**config.mk**
```make
export PLATFORM = sky130hd
export DESIGN_NAME = transfer_coprocessor_control
export DESIGN_NICKNAME = d
export VERILOG_FILES = /design/src/logic/copro_pkg.sv /design/src/logic/transfer_coprocessor_control.sv
export SDC_FILE = /design/constraint.sdc
export NUM_CORES = 2
export LEC_CHECK = 0
export ABC_AREA = 0
export BUFFER_PORTS_ARGS = -buffer_cell sky130_fd_sc_hd__buf_2
export CAP_MARGIN = 20
export CELL_PAD_IN_SITES_DETAIL_PLACEMENT = 0
export CELL_PAD_IN_SITES_GLOBAL_PLACEMENT = 1
export CORE_MARGIN = 10
export CORE_UTILIZATION = 56
export CTS_CLUSTER_SIZE = 28
export DETAILED_ROUTE_END_ITERATION = 8
export PLACE_DENSITY_LB_ADDON = 0.1
export SYNTH_ARGS = -nofsm -noshare
export SYNTH_HDL_FRONTEND = slang
export SYNTH_SLANG_ARGS = --single-unit
```
**constraint.sdc**
```tcl
create_clock -name clk_i -period 3.75 [get_ports clk_i]
set_input_delay 0.375 -clock clk_i [delete_from_list [all_inputs] [get_ports clk_i]]
set_output_delay 0.375 -clock clk_i [all_outputs]
set_load 0.03 [all_outputs]
```
**src/logic/copro_pkg.sv**
```systemverilog
// constants and types shared by the transfer coprocessor control block
package copro_pkg;
	// register indices; byte address is four times the index
	localparam logic [7:0] IDX_CONTROL  = 8'h1c;
	localparam logic [7:0] IDX_STATUS   = 8'h1d;
	localparam logic [7:0] IDX_POINTER  = 8'h1f;
	localparam logic [7:0] IDX_IRQ_STAT = 8'h20;
	localparam logic [7:0] IDX_IRQ_MASK = 8'h21;
	localparam logic [7:0] IDX_RAM_ADDR = 8'h22;
	localparam logic [7:0] IDX_RAM_DATA = 8'h23;
	localparam logic [7:0] IDX_ARB      = 8'h24;

	// control fields
	localparam int CTL_RUN    = 0;
	localparam int CTL_INIT   = 1;
	localparam int CTL_LOAD   = 2;
	localparam int CTL_STOP_IRQ_ENABLE = 3;
	localparam int CTL_ERROR_IRQ_ENABLE  = 4;

	// status and interrupt fields
	localparam int STS_STOP  = 0;
	localparam int STS_ERROR = 1;
	localparam int NUM_EVT   = 2;

	// requestor positions, highest priority lowest
	localparam int REQ_CORE  = 0;
	localparam int REQ_USB   = 1;
	localparam int REQ_COPRO = 2;
	localparam int NUM_REQ   = 3;

	localparam logic [7:0]  RST_BYTE = 8'h00;
	localparam logic [31:0] RST_WORD = 32'h0000_0000;
	localparam logic [1:0]  HTRANS_NONSEQ_BIT = 2'h2;

	typedef struct packed {
		logic err_en;
		logic stop_en;
		logic load;
		logic init;
		logic run;
	} control_s;

	typedef struct packed {
		logic       valid;
		logic       write;
		logic [7:0] index;
	} bus_req_s;
endpackage

```
**src/logic/transfer_coprocessor_control.sv**
```systemverilog
// control, program store, interrupt and buffer arbitration for the transfer coprocessor
//
// Function
// RULE1: shared buffer held by one requestor; others wait until it is released
// RULE2: no time limit on how long a granted requestor holds the buffer
// RULE3: free buffer goes by fixed priority: core, then USB, then coprocessor
// RULE4: program RAM writes accepted only while load-enable (control bit 2) is one
// RULE5: load-enable can only be set while run is zero
// RULE6: run (control bit 0) settable only while load-enable zero; one starts, zero stops
// RULE7: hardware clears run whenever the stop flag becomes one
// RULE8: while init (control bit 1) is one, pointer is copied to program position
// RULE9: eight-bit write-only pointer register holds the function entry address
// RULE10: init while running repositions on the fly, after any internal interrupt routine
// RULE11: software stops, sets load-enable, writes up to 256 bytes, clears load-enable
// RULE12: software stops, writes pointer, pulses init, then sets run
// RULE13: error flag (status bit 1) set on error while running; status read clears
// RULE14: stop flag (status bit 0) set when coprocessor terminates; status read clears
// RULE15: error and stop share one interrupt, each gated by control bits 4 and 3
// RULE16: control, status and pointer registers reset to zero
// RULE17: status bits 7 to 2 read zero; control bits 7 to 5 stay zero
// RULE18: assigned port pins take coprocessor alternate functions once loaded and started
// RULE19: core should avoid the buffer while USB and coprocessor exchange data
`timescale 1ns/100ps
`default_nettype none
module transfer_coprocessor_control #(
	parameter int RAM_DEPTH = 256,
	parameter int AW        = 8
) (
	input  wire logic                         clk_i,
	input  wire logic                         sys_rst_i,
	// ahb-lite slave
	input  wire logic                         hsel_i,
	input  wire logic [31:0]                  haddr_i,
	input  wire logic [1:0]                   htrans_i,
	input  wire logic                         hwrite_i,
	input  wire logic [2:0]                   hsize_i,
	input  wire logic [31:0]                  hwdata_i,
	input  wire logic                         hready_i,
	output logic      [31:0]                  hrdata_o,
	output logic                              hreadyout_o,
	output logic                              hresp_o,
	// coprocessor engine
	input  wire logic [AW-1:0]                fetch_addr_i,
	output logic      [7:0]                   fetch_data_o,
	input  wire logic                         copro_stop_i,
	input  wire logic                         copro_error_i,
	input  wire logic                         copro_in_isr_i,
	output logic                              copro_run_o,
	output logic                              position_load_o,
	output logic      [7:0]                   entry_address_o,
	output logic                              port_alt_sel_o,
	// shared buffer arbitration
	input  wire logic [copro_pkg::NUM_REQ-1:0] buf_req_i,
	output logic      [copro_pkg::NUM_REQ-1:0] buf_grant_o,
	// interrupt
	output logic                              irq_o
);
	copro_pkg::control_s                  control_q;
	logic [copro_pkg::NUM_EVT-1:0]        status_q;
	logic [7:0]                           entry_pointer_q;
	logic [copro_pkg::NUM_EVT-1:0]        irq_stat_q;
	logic [copro_pkg::NUM_EVT-1:0]        irq_mask_q;
	logic [AW-1:0]                        ram_addr_q;
	logic [7:0]                           ram_q [RAM_DEPTH];
	logic                                 loaded_q;
	logic                                 wrote_q;
	copro_pkg::bus_req_s                  req_q;
	logic                                 hready_q;
	logic [31:0]                          hrdata_q;
	logic [copro_pkg::NUM_REQ-1:0]        grant_q;
	logic                                 irq_q;
	logic                                 pos_load_q;

	logic                                 take;
	logic                                 do_wr;
	logic                                 do_rd;
	logic [copro_pkg::NUM_EVT-1:0]        evt;
	logic [copro_pkg::NUM_EVT-1:0]        status_rd_clr;
	logic [copro_pkg::NUM_EVT-1:0]        irq_w1c;
	logic [copro_pkg::NUM_EVT-1:0]        irq_en;
	logic [31:0]                          rd_mux;

	// bus: one wait state per transfer, the work is done in the data phase
	assign take  = hsel_i && htrans_i[1] && hready_i;
	assign do_wr = req_q.valid && req_q.write;
	assign do_rd = req_q.valid && !req_q.write;

	always_ff @(posedge clk_i) begin
		if (sys_rst_i) begin
			req_q    <= '0;
			hready_q <= 1'b1;
		end else if (take) begin
			req_q    <= '{valid: 1'b1, write: hwrite_i, index: haddr_i[9:2]};
			hready_q <= 1'b0;
		end else begin
			req_q    <= '0;
			hready_q <= 1'b1;
		end
	end

	// read data; unmapped and write-only locations read zero
	always_comb begin
		rd_mux = copro_pkg::RST_WORD;
		case (req_q.index)
			copro_pkg::IDX_CONTROL:  rd_mux[4:0] = control_q;          // [RULE17]
			copro_pkg::IDX_STATUS:   rd_mux[1:0] = status_q;           // [RULE17]
			copro_pkg::IDX_IRQ_STAT: rd_mux[1:0] = irq_stat_q;
			copro_pkg::IDX_IRQ_MASK: rd_mux[1:0] = irq_mask_q;
			copro_pkg::IDX_RAM_ADDR: rd_mux[AW-1:0] = ram_addr_q;
			copro_pkg::IDX_RAM_DATA: rd_mux[7:0] = ram_q[ram_addr_q];
			copro_pkg::IDX_ARB:      rd_mux[2:0] = grant_q;
			default:                 rd_mux = copro_pkg::RST_WORD;
		endcase
	end

	always_ff @(posedge clk_i) begin
		if (sys_rst_i) begin
			hrdata_q <= copro_pkg::RST_WORD;
		end else if (do_rd) begin
			hrdata_q <= rd_mux;
		end
	end

	// control register with interlocks
	always_ff @(posedge clk_i) begin
		if (sys_rst_i) begin
			control_q <= '0;                                            // [RULE16]
		end else begin
			if (do_wr && req_q.index == copro_pkg::IDX_CONTROL) begin
				control_q.err_en  <= hwdata_i[copro_pkg::CTL_ERROR_IRQ_ENABLE];
				control_q.stop_en <= hwdata_i[copro_pkg::CTL_STOP_IRQ_ENABLE];
				control_q.init    <= hwdata_i[copro_pkg::CTL_INIT];
				control_q.load    <= hwdata_i[copro_pkg::CTL_LOAD]
					&& (control_q.load || !control_q.run);              // [RULE5]
				control_q.run     <= hwdata_i[copro_pkg::CTL_RUN]
					&& (control_q.run || !control_q.load);              // [RULE6]
			end
			if (evt[copro_pkg::STS_STOP]) begin
				control_q.run <= 1'b0;                                  // [RULE7]
			end
		end
	end

	// entry pointer, write only
	always_ff @(posedge clk_i) begin
		if (sys_rst_i) begin
			entry_pointer_q <= copro_pkg::RST_BYTE;                    // [RULE16]
		end else if (do_wr && req_q.index == copro_pkg::IDX_POINTER) begin
			entry_pointer_q <= hwdata_i[7:0];                          // [RULE9]
		end
	end

	// program position copy; held off while an internal routine runs
	always_ff @(posedge clk_i) begin
		if (sys_rst_i) begin
			pos_load_q <= 1'b0;
		end else begin
			pos_load_q <= control_q.init
				&& !(control_q.run && copro_in_isr_i);                 // [RULE8] [RULE10]
		end
	end

	// program ram, write protected
	always_ff @(posedge clk_i) begin
		if (sys_rst_i) begin
			ram_addr_q <= '0;
		end else if (do_wr && req_q.index == copro_pkg::IDX_RAM_ADDR) begin
			ram_addr_q <= hwdata_i[AW-1:0];
		end else if (do_wr && req_q.index == copro_pkg::IDX_RAM_DATA && control_q.load) begin
			ram_addr_q <= ram_addr_q + 1'b1;
		end
	end

	always_ff @(posedge clk_i) begin
		if (do_wr && req_q.index == copro_pkg::IDX_RAM_DATA && control_q.load) begin
			ram_q[ram_addr_q] <= hwdata_i[7:0];                        // [RULE4]
		end
	end

	always_ff @(posedge clk_i) begin
		if (sys_rst_i) begin
			fetch_data_o <= copro_pkg::RST_BYTE;
		end else begin
			fetch_data_o <= ram_q[fetch_addr_i];
		end
	end

	// code counts as loaded once written under load-enable and protection restored
	always_ff @(posedge clk_i) begin
		if (sys_rst_i) begin
			wrote_q  <= 1'b0;
			loaded_q <= 1'b0;
		end else if (control_q.load) begin
			wrote_q  <= wrote_q
				|| (do_wr && req_q.index == copro_pkg::IDX_RAM_DATA);  // [RULE11]
			loaded_q <= 1'b0;
		end else begin
			wrote_q  <= 1'b0;
			loaded_q <= loaded_q || wrote_q;
		end
	end

	// events and flags
	assign evt[copro_pkg::STS_STOP]  = copro_stop_i;                  // [RULE14]
	assign evt[copro_pkg::STS_ERROR] = copro_error_i && control_q.run; // [RULE13]
	assign irq_en = {control_q.err_en, control_q.stop_en};            // [RULE15]

	generate
		for (genvar i = 0; i < copro_pkg::NUM_EVT; i++) begin : g_evt
			assign status_rd_clr[i] = do_rd && req_q.index == copro_pkg::IDX_STATUS;
			assign irq_w1c[i] = do_wr && req_q.index == copro_pkg::IDX_IRQ_STAT
				&& hwdata_i[i];

			// set wins over the clear by status read
			always_ff @(posedge clk_i) begin
				if (sys_rst_i) begin
					status_q[i] <= 1'b0;                               // [RULE16]
				end else if (evt[i]) begin
					status_q[i] <= 1'b1;                               // [RULE13] [RULE14]
				end else if (status_rd_clr[i]) begin
					status_q[i] <= 1'b0;
				end
			end

			// sticky interrupt bit, set wins over write-one-to-clear
			always_ff @(posedge clk_i) begin
				if (sys_rst_i) begin
					irq_stat_q[i] <= 1'b0;
				end else if (evt[i] && irq_en[i]) begin
					irq_stat_q[i] <= 1'b1;                             // [RULE15]
				end else if (irq_w1c[i]) begin
					irq_stat_q[i] <= 1'b0;
				end
			end
		end
	endgenerate

	always_ff @(posedge clk_i) begin
		if (sys_rst_i) begin
			irq_mask_q <= '0;
		end else if (do_wr && req_q.index == copro_pkg::IDX_IRQ_MASK) begin
			irq_mask_q <= hwdata_i[copro_pkg::NUM_EVT-1:0];
		end
	end

	always_ff @(posedge clk_i) begin
		if (sys_rst_i) begin
			irq_q <= 1'b0;
		end else begin
			irq_q <= |(irq_stat_q & irq_mask_q);                       // [RULE15]
		end
	end

	// shared buffer arbiter; holder keeps it as long as it requests
	always_ff @(posedge clk_i) begin
		if (sys_rst_i) begin
			grant_q <= '0;
		end else if (|(grant_q & buf_req_i)) begin
			grant_q <= grant_q;                                        // [RULE1] [RULE2]
		end else if (buf_req_i[copro_pkg::REQ_CORE]) begin
			grant_q <= 3'h1;                                           // [RULE3]
		end else if (buf_req_i[copro_pkg::REQ_USB]) begin
			grant_q <= 3'h2;                                           // [RULE3]
		end else if (buf_req_i[copro_pkg::REQ_COPRO]) begin
			grant_q <= 3'h4;                                           // [RULE3]
		end else begin
			grant_q <= '0;
		end
	end

	// alternate function select
	always_ff @(posedge clk_i) begin
		if (sys_rst_i) begin
			port_alt_sel_o <= 1'b0;
		end else begin
			port_alt_sel_o <= loaded_q && control_q.run;               // [RULE18]
		end
	end

	always_ff @(posedge clk_i) begin
		if (sys_rst_i) begin
			hresp_o <= 1'b0;
		end else begin
			hresp_o <= 1'b0;
		end
	end

	assign hrdata_o        = hrdata_q;
	assign hreadyout_o     = hready_q;
	assign copro_run_o     = control_q.run;
	assign position_load_o = pos_load_q;
	assign entry_address_o = entry_pointer_q;
	assign buf_grant_o     = grant_q;
	assign irq_o           = irq_q;
endmodule
`default_nettype wire

```
==> results.tsv <==
stage	metric	value	unit
status	outcome	finished, final reports clean	
sta	Max Slew Vio Count	0	
global_route	GRT overflow	0	
sta	Hold Slack	0.0672	ns
place	I/O Buffers	67	
power	PwrDens	443	nW/um^2
sta	FMAX	279	MHz
setup_path	CP max stage delay	0.92	ns
sta	Final period util	95.5	%
global_route	vias in the first global route	56200	
floorplan	Rows	153	
routing	antenna-violating nets left	0	
synth	number of synthesized flops with an enable pin	2048	
routing	drt pass-1 iters	7	
synth	Post-Syn Area per Cell	20.3	um^2
setup_path	Worst EP arrival	4.38	ns
routing	drt total wl	305	mm
place	Placer Congestion	0.974	
layout	layout cell share with drive strength beyond 1	40.5	%
global_route	largest net degree at the start of global routing	137	
cts	CTS buffer count	218	
sta	Hold Vio Cnt, Final	0	
floorplan	Starting Density	56.4	%
worst_hold_path	worst min path class	primary input to flop	
global_route	first-pass GRT wire length	431	mm
synth	Gate Count Post-Synth	4855	
setup_path	CP Launch Type	flop	
power	Peak VDD IR	0.491	mV
setup_path	delay-heaviest family, CP	compound AO/OA/AOI/OAI gates	
place	Cells after DPL	7499	
setup_path	most used cell, CP	a22oi_1	
synth	Yosys warnings	0	
layout	commonest cells after routing, fill and taps aside	edfxtp_1 (2048), mux4_2 (1193), buf_4 (545), nor2_1 (336), clkbuf_16 (220)	
cts	CTS tree	done	
sta	Worst Slack Setup Final	0.169	ns
layout	Layout area overhead	15.2	%
synth	Synth Flop Type	edfxtp_1	
place	Final HPWL DP	210	mm
setup_path	CP Class	flop to flop	
sta	worst clock skew	0.0286	ns
setup_path	CP max FO	37	
place	Post-Place Worst Slack	0.193	ns
run	max cap viols	0	
synth	synthesized area	98400	um^2
sta	minimum clock period	3.58	ns
routing	post-DR vias/cell	7.19	
cts	clk_lat worst skew	0.89	ns
synth	Netlist cell types	67	
cts	CTS Sinks	2118	
synth	area leader, netlist	edfxtp_1	
layout	non-filler cells, final	7938	
setup_path	Crit-path slowest cell	dfxtp_4	
setup_path	worst path buffer plus inverter count	2	
setup_path	Critical Path End Type	flop	
synth	flops & latches, synth	2118	
power	Leakage	35.4	nW
synth	synth top area cells	edfxtp_1 (62%), mux4_2 (27%), dfxtp_1 (1.4%)	
layout	commonest non-fill, non-tap cell in the layout	edfxtp_1	
routing	DR iter-0 viols	8872	
floorplan	die width	439	um
sta	Setup TNS	0	ns
routing	DR DRC count	0	
synth	Seq/Total Area, Yosys	63.9	%
sta	Relative slew margins	13.0	%
floorplan	Die Ht	439	um
layout	Total Nets Final	5510	
sta	Finish-stage setup viols	0	
cts	CTS root buffer	clkbuf_16	
sta	RSZ-0062 raised after global routing	no	
routing	Routed WL per cell	38.5	um
global_route	Tot GR Track Use	31.7	%
cts	H-tree Lvls	4	
setup_path	CP required	4.55	ns
sta	Worst-Margin Slew	1.31	ns
global_route	initial antenna violation count	11	
synth	top cell type's share of synthesized area	62.5	%
cts	CTS max path bufs	3	
floorplan	die area	193000	um^2
floorplan	io pins	145	
setup_path	CP Cell Sequence	buf_12 > nor2b_2 > buf_4 > a22oi_1 > a21oi_1 > nor2_1 > o211ai_1 > a22oi_1 > o21ai_0	
floorplan	core area	174000	um^2
synth	asr flop ratio synth	0	%
routing	DR vias	57100	
cts	CTS clk-pin slew, worst paths	0.06	ns
## flip-flops by register name (all words and copies together), names as in the netlist, named ones only
register and count:
ram_q 2048, req_q 10, entry_address_o 8, fetch_data_o 8, hrdata_o 8, ram_addr_q 8, control_q 4, buf_grant_o 3
irq_mask_q 2, irq_stat_q 2, status_q 2, copro_run_o 1, hreadyout_o 1, irq_o 1, loaded_q 1, port_alt_sel_o 1
position_load_o 1, wrote_q 1
## timing repair
item | 4_1_cts | 5_1_grt
endpoints found under the setup margin | 0 | 1
hold buffers | 23 | 0
buffers inserted | 0 | 1
resized for setup | 0 | 0
endpoints found under the hold margin | 30 | 0
## final timing paths
kind | startpoint | endpoint | slack [ns] | cells after the start
worst min-delay path | hwdata_i[4] | ram_q[191][4] | 0.07 | 1
worst min register to register | loaded_q | loaded_q | 0.49 | 2
worst max register to register | flop | hrdata_o[2] | 0.17 | 9
worst max-delay path | flop | hrdata_o[2] | 0.17 | 9
## routing by layer
metal | GRT usage [%] | vias up | wire, um
met3 | 7.83 | 606 | 36500
met4 | 12.4 | 8 | 14000
met5 | 0 | - | 64
li1 | - | 22200 | -
met2 | 48.0 | 3762 | 141000
met1 | 44.8 | 30500 | 113000
## cell usage after synthesis, types with 8 or more instances
cell       instances
edfxtp_1        2048
mux4_2          1193
nor2_1           337
clkbuf_1         157
nand2_1          107
buf_2            102
mux2i_1           85
buf_4             78
dfxtp_1           70
a22oi_1           66
o22ai_1           66
a21oi_1           62
buf_1             59
nand3_1           59
nor2b_1           35
nor3_1            33
o21ai_0           27
mux2_2            25
and2_1            19
buf_6             19
nand2b_1          18
nor4_1            16
a22o_1            15
a211oi_1          14
or3_1             13
a221oi_1           9
a31oi_1            9
and3_1             9
a2111oi_0          8
o211ai_1           8
o221ai_1           8
## area by class of cell
type,count,area (um^2)
fillers,11600,61000
clock buffers,275,5790
flip-flops and latches,2118,62900
repair buffers,738,6840
clock inverters,133,1400
diodes,7,17.5
well taps,2325,2910
multi-input cells,2336,33500
inverters,6,22.5
## worst reg2reg max path, cell delays in order, from the launching register on
cell,delay (ns)
dfxtp_4,0.92
buf_12,0.36
nor2b_2,0.74
buf_4,0.30
a22oi_1,0.08
a21oi_1,0.29
nor2_1,0.09
o211ai_1,0.31
a22oi_1,0.23
o21ai_0,0.19
## kinds of logic (layout without fill, tap and decap cells)
| logic type | count (synthesis) | in the layout | synth area share [%] |
|---|---|---|---|
| DFF | 2118 | 2118 | 63.9 |
| muxes | 1303 | 1303 | 28.5 |
| and+or+nand+nor | 678 | 678 | 3.11 |
| buffers and inverters | 425 | 1152 | 2.20 |
| AOI/OAI and AO/OA | 326 | 326 | 2.26 |
| adders and majority gates | 4 | 4 | 0.0509 |
| other | 1 | 32 | 0.00381 |
## per-stage QoR
stage / total power, mW / utilization (%) / instance area (um^2)
floorplan: 27.7 / - / 98500
global placement: 28.8 / 60.7 / 106000
detailed placement: 28.8 / 60.7 / 106000
CTS: 50.4 / 65.0 / 113000
global route: 51.5 / 65.0 / 113000
finish: 50.2 / 65.0 / 113000
## power by group
part           leakage [nW]  switching [mW]  total (mW)  internal [mW]
combinational          13.0            1.41        2.37          0.962
clock                  3.51            9.18        21.9           12.7
sequential             19.0          0.0265        26.0           25.9
Note: power is estimated with default switching activity, not from simulation.
